**config.mk**
```make
export PLATFORM = sky130hd
export DESIGN_NAME = ser_top
export DESIGN_NICKNAME = d
export VERILOG_FILES = /design/src/common/ser_pkg.sv /design/src/rtl/ser_top.sv
export VERILOG_INCLUDE_DIRS = /design/src /design/src/common
export SDC_FILE = /design/constraint.sdc
export NUM_CORES = 1
export LEC_CHECK = 0
export ABC_AREA = 1
export ABC_CLOCK_PERIOD_IN_PS = 3200
export BUFFER_PORTS_ARGS = -buffer_cell sky130_fd_sc_hd__buf_4
export CAP_MARGIN = 20
export CORE_ASPECT_RATIO = 1.5
export CORE_MARGIN = 5
export CORE_UTILIZATION = 50
export CTS_CLUSTER_SIZE = 28
export DETAILED_ROUTE_END_ITERATION = 8
export MAX_ROUTING_LAYER = met4
export PLACE_DENSITY = 0.74
export SLEW_MARGIN = 20
export SYNTH_ARGS = -nofsm -noshare
export SYNTH_HDL_FRONTEND = slang
export SYNTH_SLANG_ARGS = --single-unit
```
**constraint.sdc**
```tcl
create_clock -name clk -period 3.2 [get_ports clk]
set_input_delay 0.48 -clock clk [delete_from_list [all_inputs] [get_ports clk]]
set_output_delay 0.48 -clock clk [all_outputs]
set_load 0.05 [all_outputs]
```
**src/common/ser_cfg.svh**
```systemverilog
`ifndef SER_CFG_SVH
`define SER_CFG_SVH

// ----------------------------------------------------------------------
// Register bank layout
// ----------------------------------------------------------------------
`define SER_NREG 5
`define SER_R_OPER 3'h0
`define SER_R_QUES 3'h1
`define SER_R_QFRQ 3'h2
`define SER_R_QLIM 3'h3
`define SER_R_QPWR 3'h4
`define SER_P_COND 3'h0
`define SER_P_EVENT 3'h1
`define SER_P_ENABLE 3'h2
`define SER_P_PTR 3'h3
`define SER_P_NTR 3'h4
`define SER_W_CMD 6'h28
`define SER_W_ERRQ 6'h29
`define SER_W_STB 6'h2A
`define SER_W_SRE 6'h2B

// ----------------------------------------------------------------------
// Field positions and values
// ----------------------------------------------------------------------
`define SER_CMD_PRESET 0
`define SER_CMD_CLEAR 1
`define SER_CMD_RST 2
`define SER_QSUM_FRQ 8
`define SER_QSUM_LIM 9
`define SER_QSUM_PWR 10
`define SER_STB_ERRQ 2
`define SER_STB_QUES 3
`define SER_STB_MAV 4
`define SER_STB_ESB 5
`define SER_STB_OPER 7
`define SER_STB_RQS 6
`define SER_SRQ_MASK 8'hBC
`define SER_ERR_NONE_BIT 16
`define SER_ERR_EMPTY 32'h0001_0000
`define SER_PTR_PRESET 16'hFFFF
`define SER_NTR_PRESET 16'h0000
`define SER_EN_PRESET 16'h0000
`define SER_UNMAPPED 32'h0000_0000

`endif

```
**src/common/ser_pkg.sv**
```systemverilog
package ser_pkg;

   // Avalon-MM request group as the master drives it.
   typedef struct packed {
      logic read;
      logic write;
      logic [7:0] address;
      logic [31:0] writedata;
   } ser_av_req_t;

   typedef enum logic {
      SER_BUS_IDLE,
      SER_BUS_ANS
   } ser_bus_t;

endpackage

```
**src/rtl/ser_top.sv**
```systemverilog
`timescale 1ns/10ps
`include "ser_cfg.svh"
// ----------------------------------------------------------------------
// Overview of operation
// ----------------------------------------------------------------------
module ser_top #(
   parameter int ERRQ_DEPTH = 8
) (
   input wire logic clk,
   input wire logic reset,
   input wire ser_pkg::ser_av_req_t av_req,
   output logic [31:0] av_readdata,
   output logic av_waitrequest,
   input wire logic [15:0] oper_cal_cond,
   input wire logic [15:0] ques_cond_raw,
   input wire logic [15:0] qfrq_cond_raw,
   input wire logic [15:0] qlim_cond_raw,
   input wire logic [15:0] qpwr_cond_raw,
   input wire logic err_push,
   input wire logic signed [15:0] err_code,
   input wire logic out_avail,
   input wire logic std_event_sum,
   output logic srq,
   output logic inst_reset
);
   import ser_pkg::*;

   localparam int NR = `SER_NREG;
   localparam int AW = $clog2(ERRQ_DEPTH);

   if (ERRQ_DEPTH < 2 || (1 << AW) != ERRQ_DEPTH) begin : g_chk
      $error("ERRQ_DEPTH must be a power of two of at least 2");
   end

   // -------------------------------------------------------------------
   // Bus slave
   // -------------------------------------------------------------------
   // Every access answers one cycle after it is taken. Read data are
   // captured when the request is taken and stand through the answer.
   ser_bus_t bus_q;
   logic wait_q;
   logic [31:0] rdata_q;
   logic [31:0] rd_mux;
   logic [5:0] word;
   logic [2:0] ridx;
   logic [2:0] part;
   logic reg_hit;
   logic commit;
   logic wr_go;
   logic rd_go;
   logic preset_go;
   logic clear_go;
   logic rst_go;

   assign word = av_req.address[7:2];
   assign ridx = word[5:3];
   assign part = word[2:0];
   assign reg_hit = (ridx < 3'(NR)) && (part <= `SER_P_NTR);
   assign commit = (bus_q == SER_BUS_ANS) && (av_req.read || av_req.write);
   assign wr_go = commit && av_req.write;
   assign rd_go = commit && av_req.read;
   assign preset_go = wr_go && word == `SER_W_CMD &&
                      av_req.writedata[`SER_CMD_PRESET];
   assign clear_go = wr_go && word == `SER_W_CMD &&
                     av_req.writedata[`SER_CMD_CLEAR];
   assign rst_go = wr_go && word == `SER_W_CMD &&
                   av_req.writedata[`SER_CMD_RST];

   always_ff @(posedge clk) begin
      if (reset) begin
         bus_q <= SER_BUS_IDLE;
         wait_q <= 1'b1;
      end else begin
         case (bus_q)
            SER_BUS_IDLE: begin
               if (av_req.read || av_req.write) begin
                  bus_q <= SER_BUS_ANS;
                  wait_q <= 1'b0;
               end
            end
            SER_BUS_ANS: begin
               bus_q <= SER_BUS_IDLE;
               wait_q <= 1'b1;
            end
            default: begin
               bus_q <= SER_BUS_IDLE;
               wait_q <= 1'b1;
            end
         endcase
      end
   end

   always_ff @(posedge clk) begin
      if (reset) begin
         rdata_q <= `SER_UNMAPPED;
      end else if (bus_q == SER_BUS_IDLE && av_req.read) begin
         rdata_q <= rd_mux;
      end
   end

   assign av_readdata = rdata_q;
   assign av_waitrequest = wait_q;

   // -------------------------------------------------------------------
   // Condition inputs
   // -------------------------------------------------------------------
   // Conditions come from instrument pins, so each passes two flops.
   // The bank has no mode input at all, so every measurement mode sees
   // the same registers.
   logic [15:0] raw [NR];
   logic [15:0] sync1_q [NR];
   logic [15:0] sync2_q [NR];
   logic [15:0] cond [NR];
   logic [15:0] prev_q [NR];
   logic [15:0] ev_q [NR];
   logic [15:0] en_q [NR];
   logic [15:0] ptr_q [NR];
   logic [15:0] ntr_q [NR];
   logic [15:0] set [NR];
   logic [NR-1:0] summ;

   assign raw[`SER_R_OPER] = oper_cal_cond;
   assign raw[`SER_R_QUES] = ques_cond_raw;
   assign raw[`SER_R_QFRQ] = qfrq_cond_raw;
   assign raw[`SER_R_QLIM] = qlim_cond_raw;
   assign raw[`SER_R_QPWR] = qpwr_cond_raw;

   always_ff @(posedge clk) begin
      for (int i = 0; i < NR; i++) begin
         if (reset) begin
            sync1_q[i] <= 16'h0000;
            sync2_q[i] <= 16'h0000;
         end else begin
            sync1_q[i] <= raw[i];
            sync2_q[i] <= sync1_q[i];
         end
      end
   end

   // Sub-register summaries enter the questionable condition.
   always_comb begin
      for (int i = 0; i < NR; i++) begin
         cond[i] = sync2_q[i];
      end
      cond[`SER_R_QUES][`SER_QSUM_FRQ] = summ[`SER_R_QFRQ];
      cond[`SER_R_QUES][`SER_QSUM_LIM] = summ[`SER_R_QLIM];
      cond[`SER_R_QUES][`SER_QSUM_PWR] = summ[`SER_R_QPWR];
   end

   // -------------------------------------------------------------------
   // Status registers
   // -------------------------------------------------------------------
   // Each of the five registers owns all five parts.
   for (genvar r = 0; r < NR; r++) begin : g_reg
      logic sel;
      logic [15:0] clr;

      assign sel = reg_hit && ridx == 3'(r);
      // Both edge directions are checked through their own filter.
      assign set[r] = (ptr_q[r] & cond[r] & ~prev_q[r]) |
                      (ntr_q[r] & ~cond[r] & prev_q[r]);
      assign summ[r] = |(ev_q[r] & en_q[r]);

      // Only the bits actually returned are cleared, so an event that
      // fires while the read is in flight is not lost.
      assign clr = clear_go ? 16'hFFFF :
                   (rd_go && sel && part == `SER_P_EVENT) ?
                   rdata_q[15:0] : 16'h0000;

      always_ff @(posedge clk) begin
         if (reset) begin
            prev_q[r] <= 16'h0000;
         end else begin
            prev_q[r] <= cond[r];
         end
      end

      // A new set wins over any clear in the same cycle.
      always_ff @(posedge clk) begin
         if (reset) begin
            ev_q[r] <= 16'h0000;
         end else begin
            ev_q[r] <= (ev_q[r] & ~clr) | set[r];
         end
      end

      always_ff @(posedge clk) begin
         if (reset) begin
            en_q[r] <= `SER_EN_PRESET;
         end else if (preset_go) begin
            en_q[r] <= `SER_EN_PRESET;
         end else if (wr_go && sel && part == `SER_P_ENABLE) begin
            en_q[r] <= av_req.writedata[15:0];
         end
      end

      always_ff @(posedge clk) begin
         if (reset) begin
            ptr_q[r] <= `SER_PTR_PRESET;
         end else if (preset_go) begin
            ptr_q[r] <= `SER_PTR_PRESET;
         end else if (wr_go && sel && part == `SER_P_PTR) begin
            ptr_q[r] <= av_req.writedata[15:0];
         end
      end

      always_ff @(posedge clk) begin
         if (reset) begin
            ntr_q[r] <= `SER_NTR_PRESET;
         end else if (preset_go) begin
            ntr_q[r] <= `SER_NTR_PRESET;
         end else if (wr_go && sel && part == `SER_P_NTR) begin
            ntr_q[r] <= av_req.writedata[15:0];
         end
      end
   end

   // -------------------------------------------------------------------
   // Error queue
   // -------------------------------------------------------------------
   // When full, new entries are dropped so the oldest causes survive.
   logic signed [15:0] errq_mem [ERRQ_DEPTH];
   logic [AW-1:0] wp_q;
   logic [AW-1:0] rp_q;
   logic [AW:0] cnt_q;
   logic push;
   logic pop;

   assign push = err_push && cnt_q != (AW+1)'(ERRQ_DEPTH);
   // Pop only if the captured answer held an entry; an entry that
   // arrives during the access is kept for the next read.
   assign pop = rd_go && word == `SER_W_ERRQ &&
                !rdata_q[`SER_ERR_NONE_BIT];

   always_ff @(posedge clk) begin
      if (push) begin
         errq_mem[wp_q] <= err_code;
      end
   end

   always_ff @(posedge clk) begin
      if (reset) begin
         wp_q <= '0;
         rp_q <= '0;
         cnt_q <= '0;
      end else begin
         if (push) begin
            wp_q <= wp_q + 1'b1;
         end
         if (clear_go) begin
            rp_q <= wp_q;
            cnt_q <= (AW+1)'(push);
         end else begin
            if (pop) begin
               rp_q <= rp_q + 1'b1;
            end
            cnt_q <= cnt_q + (AW+1)'(push) - (AW+1)'(pop);
         end
      end
   end

   // -------------------------------------------------------------------
   // Status byte and service request
   // -------------------------------------------------------------------
   logic [7:0] stb;
   logic [7:0] sre_q;
   logic srq_q;
   logic rst_q;

   always_comb begin
      stb = 8'h00;
      stb[`SER_STB_ERRQ] = cnt_q != '0;
      stb[`SER_STB_QUES] = summ[`SER_R_QUES];
      stb[`SER_STB_MAV] = out_avail;
      stb[`SER_STB_ESB] = std_event_sum;
      stb[`SER_STB_OPER] = summ[`SER_R_OPER];
      stb[`SER_STB_RQS] = srq_q;
   end

   always_ff @(posedge clk) begin
      if (reset) begin
         sre_q <= 8'h00;
      end else if (wr_go && word == `SER_W_SRE) begin
         sre_q <= av_req.writedata[7:0];
      end
   end

   always_ff @(posedge clk) begin
      if (reset) begin
         srq_q <= 1'b0;
      end else begin
         srq_q <= |(stb & sre_q & `SER_SRQ_MASK);
      end
   end

   // The instrument reset only pulses outward; no status part sees it.
   always_ff @(posedge clk) begin
      if (reset) begin
         rst_q <= 1'b0;
      end else begin
         rst_q <= rst_go;
      end
   end

   assign srq = srq_q;
   assign inst_reset = rst_q;

   // -------------------------------------------------------------------
   // Read multiplexer
   // -------------------------------------------------------------------
   always_comb begin
      rd_mux = `SER_UNMAPPED;
      if (reg_hit) begin
         case (part)
            `SER_P_COND: rd_mux = {16'h0000, cond[ridx]};
            `SER_P_EVENT: rd_mux = {16'h0000, ev_q[ridx]};
            `SER_P_ENABLE: rd_mux = {16'h0000, en_q[ridx]};
            `SER_P_PTR: rd_mux = {16'h0000, ptr_q[ridx]};
            `SER_P_NTR: rd_mux = {16'h0000, ntr_q[ridx]};
            default: rd_mux = `SER_UNMAPPED;
         endcase
      end else if (word == `SER_W_ERRQ) begin
         if (cnt_q == '0) begin
            rd_mux = `SER_ERR_EMPTY;
         end else begin
            rd_mux = {16'h0000, errq_mem[rp_q]};
         end
      end else if (word == `SER_W_STB) begin
         rd_mux = {24'h00_0000, stb};
      end else if (word == `SER_W_SRE) begin
         rd_mux = {24'h00_0000, sre_q};
      end
   end
endmodule

```
==> results of run 1 <==
## cell families (layout without fill, tap and decap cells)
logic type               Yosys count  count (layout)  synth area share
AO/OA/AOI/OAI                    547             547            0.0994
XOR/XNOR                           2               2          0.000580
adder cells (fa/ha/maj)            9               9           0.00397
buffers and inverters            599             761            0.0795
flip-flops                       724             724             0.601
other                              1              15          0.000124
AND/OR/NAND/NOR                 1624            1624             0.215
## report_power, final
part | switching [mW] | internal, mW
Sequential | 0.213 | 10.1
Combinational | 1.25 | 0.531
Clock | 3.43 | 4.62
Total | 4.89 | 15.3
## registers in the layout, summed over array words and instances (netlist names), 77 cells and up, named ones only
signal and cells:
ptr_q 80, en_q 80, ntr_q 80, sync2_q 77, errq_mem 128, sync1_q 77, ev_q 80, prev_q 80
## tightest hold or removal path, stage by stage
cell	delay, ps
buf_4	70
inv_1	30
nor2_1	60
## layout by cell type, fill, tap and decap left out, types with 2 or more instances in the layout
cell type	instances
a31oi_1	77
conb_1	15
nand3_1	86
nand2_1	674
o31ai_1	4
inv_2	11
ha_1	8
clkinv_1	8
buf_4	221
nor2_4	4
buf_12	3
nand4_1	22
nand2_4	3
clkbuf_1	15
nand3_2	4
nor2_2	5
a21oi_1	140
nor3_1	42
clkinv_2	10
o21ai_0	203
clkbuf_8	9
bufinv_16	3
nor2_1	762
inv_1	401
nand2_2	16
edfxtp_1	368
o21a_1	4
xnor2_1	2
clkbuf_16	73
dfxtp_1	355
clkinv_4	2
clkinvlp_4	3
o22ai_1	111
nor4_4	4
o21ai_1	5
## how the worst max path moves through the flow
| stage | startpoint | end | slack [ps] | depth (start not counted) |
|---|---|---|---|---|
| 2_1_floorplan | av_req[37] | ptr_q[3][0] | 310 | 10 |
| 3_3_place_gp | av_req[38] | ntr_q[3][15] | 430 | 14 |
| 3_5_place_dp | av_req[38] | ntr_q[3][12] | 370 | 14 |
| 4_1_cts | cnt_q[2] | cnt_q[2] | 840 | 11 |
| 5_1_grt | cnt_q[2] | cnt_q[1] | 700 | 11 |
| 6_report | cnt_q[2] | cnt_q[2] | 850 | 11 |
## per-layer routing
layer	routed length, um	vias up
li1	-	11600
met1	32700	11300
met2	42200	1353
met3	8420	304
met4	5740	0
met5	0	-
## area by class of cell
type,count,area (um2),share of cell area
inverter,414,1560,0.0452
multi-input combinational,2197,9720,0.283
sequential,724,18200,0.529
clock buffer,97,2010,0.0584
tap,784,981,0.0285
timing repair buffer,225,1730,0.0504
clock inverter,25,210,0.00611
==> results.json, run 1 <==
{
  "portBuffers": 141,
  "cts_hold_buf": 0,
  "power.density_mw_per_mm2": 586,
  "area_growth_pct": 13.8,
  "post-route-util": 0.573,
  "num_rows": 110,
  "gp_congestion": 0.938,
  "worstSetupPathType": "flop to flop",
  "cp_num_buf_inv": 3,
  "hold_path_class": "primary input to flop",
  "clockBufferDepth": 3,
  "end_kind": "flop",
  "finalCritPeriodShare": 0.735,
  "ant_nets": 0,
  "hold_end": "sync1_q[0][11]",
  "antenna_found_initial": 0,
  "ys_async_sr_fraction": 0,
  "worst_slack_ps": 849,
  "grt_pass1_wl_mm": 134,
  "cts_setup_buffers": 0,
  "cts_made_buffers": 68,
  "p_leak_nw": 14.4,
  "dp_slack_ps": 371,
  "drive_above_1_share": 0.102,
  "grt_overflow_total": 0,
  "worstMarginPinSlew_ps": 985,
  "r2r_slack_ps": 850,
  "synth-seq-cells": 724,
  "grt_max_degree": 208,
  "io_pins": 178,
  "synth.distinct_cells": 36,
  "fin_area_mm2": 0.0344,
  "yosysWarningCount": 0,
  "synth_flop_cell": "edfxtp_1",
  "coreArea_mm2": 0.0600,
  "worst-path-max-fanout": 6,
  "synth_cells": 3506,
  "status": "finished, final reports clean",
  "reg2reg_from": "cnt_q[2]",
  "synth_top_area_frac": 0.366,
  "post-place-cells": 4344,
  "die_h_um": 311,
  "finalHoldViolations": 0,
  "drt_iter0_markers": 2494,
  "synthTopCellsByArea": "edfxtp_1 37%, dfxtp_1 24%, nor2_1 9.5%",
  "critPathLaunchType": "flop",
  "diodes": 0,
  "hold_path_depth": 3,
  "fin_setup_tns_ps": 0,
  "cts_root_buffer": "clkbuf_16",
  "crit_path_max_incr_delay_ps": 410,
  "p_total_mw": 20.2,
  "clock-sinks": 724,
  "synth_edf_count": 368,
  "skew_ps": 19.6,
  "max_slew_margin": 0.344,
  "netlist_area_mm2": 0.0302,
  "grt_busiest_layer": "met2",
  "met3_usage": 0.0460,
  "critical_path.top_delay_family": "adder cells",
  "htree_num_levels": 3,
  "ys_top_cells_by_count": "763 x nor2_1, 676 x nand2_1, 401 x inv_1",
  "cts_tree": "yes",
  "path_cells": "inv_1, ha_1, nand3_1, and2_0, inv_1, ha_1, inv_1, ha_1, fa_1, xnor2_1, nor2_1",
  "die_area_mm2": 0.0656,
  "cts_resized": 0,
  "totalWireLength_mm": 89.0,
  "synth_largest_area_cell": "edfxtp_1",
  "fmax_mhz": 425,
  "start_util": 0.504,
  "dpl_cell_area_mm2": 0.0322,
  "whs_ps": 67.7,
  "period_minus_slack_ps": 2350,
  "grt_pass1_vias": 23300,
  "vias": 24500,
  "die_w_um": 211,
  "finalNetCount": 3782,
  "grt_use_met1": 0.327,
  "fillers": 5406,
  "drc": 0,
  "cp.required_ps": 3690,
  "vias_per_cell": 5.49,
  "dpl.hpwl_mm": 62.4,
  "layout.cells.non_filler": 4466,
  "clk_latency_ps": 610,
  "syn_avg_cell_area_um2": 8.62,
  "r2r_end": "cnt_q[2]",
  "first_pass_iters": 6,
  "rsz0062_at_grt": "false",
  "r2r_cells": 11,
  "routedWlPerCell_um": 19.9,
  "met2_usage": 0.438,
  "critPathArrivalTime_ps": 2840,
  "clkTransAtPathRegs_ps": 60,
  "crit_slowest_cell": "fa_1",
  "seq_area_frac_synth": 0.601,
  "grt_usage": 0.272,
  "drv_slew": 0,
  "maxCapViolations": 0,
  "synth.most_common_cell": "nor2_1",
  "hold_path.startpoint": "oper_cal_cond[11]",
  "setup_violations": 0,
  "ir_drop_v": 0.000587
}
Power figures use the tool's default switching activity.
==> inputs of run 2 (changes only) <==
--- a/config.mk
+++ b/config.mk
@@ -7,7 +7,7 @@
 export NUM_CORES = 1
 export LEC_CHECK = 0
 export ABC_AREA = 1
-export ABC_CLOCK_PERIOD_IN_PS = 3200
+export ABC_CLOCK_PERIOD_IN_PS = 2200
 export BUFFER_PORTS_ARGS = -buffer_cell sky130_fd_sc_hd__buf_4
 export CAP_MARGIN = 20
 export CORE_ASPECT_RATIO = 1.5
==> constraint.sdc (replaced) <==
create_clock -name clk -period 2.2 [get_ports clk]
set_input_delay 0.33 -clock clk [delete_from_list [all_inputs] [get_ports clk]]
set_output_delay 0.33 -clock clk [all_outputs]
set_load 0.05 [all_outputs]
==> run 2 against run 1 <==
Effect of this change: critical path depth stayed put; cell count rose by 3.8%; clock power up 48%; core utilization up 3.4 points; sequential share of layout area decreased by 2.9 points; sequential power up 46%; largest cell class unchanged; setup slack got worse by 680 ps; sequential cell count is the same; register-to-register slack got worse by 680 ps; global-route usage up 1.7 points.
==> results.json, run 2 (synthesis gave the netlist of run 1 again) <==
{
  "clkTransAtPathRegs_ps": 70,
  "grt_pass1_vias": 24600,
  "grt_pass1_wl_mm": 142,
  "num_rows": 110,
  "finalNetCount": 3944,
  "routedWlPerCell_um": 20.4,
  "first_pass_iters": 8,
  "gp_congestion": 0.970,
  "p_total_mw": 29.9,
  "grt_usage": 0.289,
  "layout.cells.non_filler": 4634,
  "cts_root_buffer": "clkbuf_16",
  "critPathLaunchType": "flop",
  "cts_tree": "yes",
  "period_minus_slack_ps": 2030,
  "coreArea_mm2": 0.0600,
  "clock-sinks": 724,
  "vias_per_cell": 5.44,
  "clockBufferDepth": 3,
  "start_util": 0.504,
  "r2r_slack_ps": 170,
  "skew_ps": 26.4,
  "portBuffers": 141,
  "worstMarginPinSlew_ps": 766,
  "setup_violations": 0,
  "wl_met3_mm": 8.35,
  "wl_met2_mm": 46.8,
  "hold_path.startpoint": "oper_cal_cond[10]",
  "p_leak_nw": 15.3,
  "drc": 0,
  "post-place-cells": 4412,
  "critPathArrivalTime_ps": 2580,
  "drive_above_1_share": 0.118,
  "cts_made_buffers": 68,
  "cts_setup_buffers": 0,
  "finalHoldViolations": 0,
  "finalCritPeriodShare": 0.923,
  "met1_length_mm": 34.2,
  "worst-path-max-fanout": 3,
  "layout_common_cells": "760 x nor2_1, 672 x nand2_1, 401 x inv_1",
  "fmax_mhz": 492,
  "antenna_found_initial": 2,
  "reg2reg_from": "cnt_q[2]",
  "cp-startpoint": "cnt_q[2]",
  "hold_path_class": "primary input to flop",
  "power.density_mw_per_mm2": 821,
  "post-route-util": 0.606,
  "top_layer": "met4",
  "grt_max_degree": 148,
  "drv_slew": 0,
  "cp.required_ps": 2750,
  "clk_latency_ps": 620,
  "area_growth_pct": 20.4,
  "max_slew_margin": 0.489,
  "dp_slack_ps": -28.9,
  "die_w_um": 211,
  "drt_iter0_markers": 2461,
  "vias": 25200,
  "worst_slack_ps": 169,
  "layout_commonest_cell": "nor2_1",
  "rsz0062_at_grt": "false",
  "die_area_mm2": 0.0656,
  "htree_num_levels": 3,
  "ant_nets": 0,
  "dpl.hpwl_mm": 66.4,
  "status": "finished, final reports clean",
  "grt_overflow_total": 0,
  "maxCapViolations": 0,
  "largest-register": "errq_mem",
  "largest_register_ff_count": 128,
  "die_h_um": 311,
  "worstSetupPathType": "flop to flop",
  "end_kind": "flop",
  "io_pins": 178,
  "totalWireLength_mm": 94.4,
  "ir_drop_v": 0.00112,
  "fillers": 5212
}
==> run 2: path summary, 6_finish.rpt <==
check	cells past startpoint	to
max	11	cnt_q[1]
max reg2reg	11	cnt_q[1]
min	3	sync1_q[0][10]
min reg2reg	2	sync2_q[1][15]
==> run 2: where the power goes <==
| group | total (mW) | leakage, nW | switching, mW | internal (mW) |
|---|---|---|---|---|
| Combinational | 2.93 | 7.89 | 1.90 | 1.03 |
| Sequential | 15.0 | 6.29 | 0.316 | 14.7 |
| Clock | 11.9 | 1.10 | 5.16 | 6.75 |
==> run 2: final cells by class <==
class,count,area [um2],share of cell area
antenna,2,5.00,0.000138
clock buffer,98,1970,0.0541
clock inverter,28,268,0.00736
inverter,414,1560,0.0427
multi-input combinational,2197,9740,0.268
sequential,724,18200,0.500
tap,784,981,0.0270
timing repair buffer,387,3700,0.102
==> run 2: timing repair <==
action | in CTS | in global routing
endpoints found under the hold margin | 205 | 0
hold buffers | 94 | 0
endpoints found under the setup margin | 0 | 3
gates resized for setup | 0 | 5
==> run 2: critical path: stages (launching register included) <==
cell	delay, ps
dfxtp_1	310
inv_1	70
ha_1	200
nand3_1	80
and2_4	140
inv_1	50
ha_1	270
inv_1	40
ha_2	180
fa_2	520
inv_1	30
nor2_1	80
==> run 2: stage by stage <==
step | hold slack [ps] | TNS [ps] | area, um2
CTS | 11.6 | 0 | 36400
global route | 41.1 | 0 | 36400
detailed placement | 393 | -488 | 33200
global placement | 390 | -0.158 | 33200
floorplan | 388 | -1370 | 30300
finish | 28.8 | 0 | 36400
==> run 2: routing by layer <==
layer | vias to the layer above | global-route usage
met5 | - | -
met4 | 0 | 0.139
met3 | 288 | 0.0560
met2 | 1289 | 0.483
met1 | 11700 | 0.333
li1 | 11900 | -
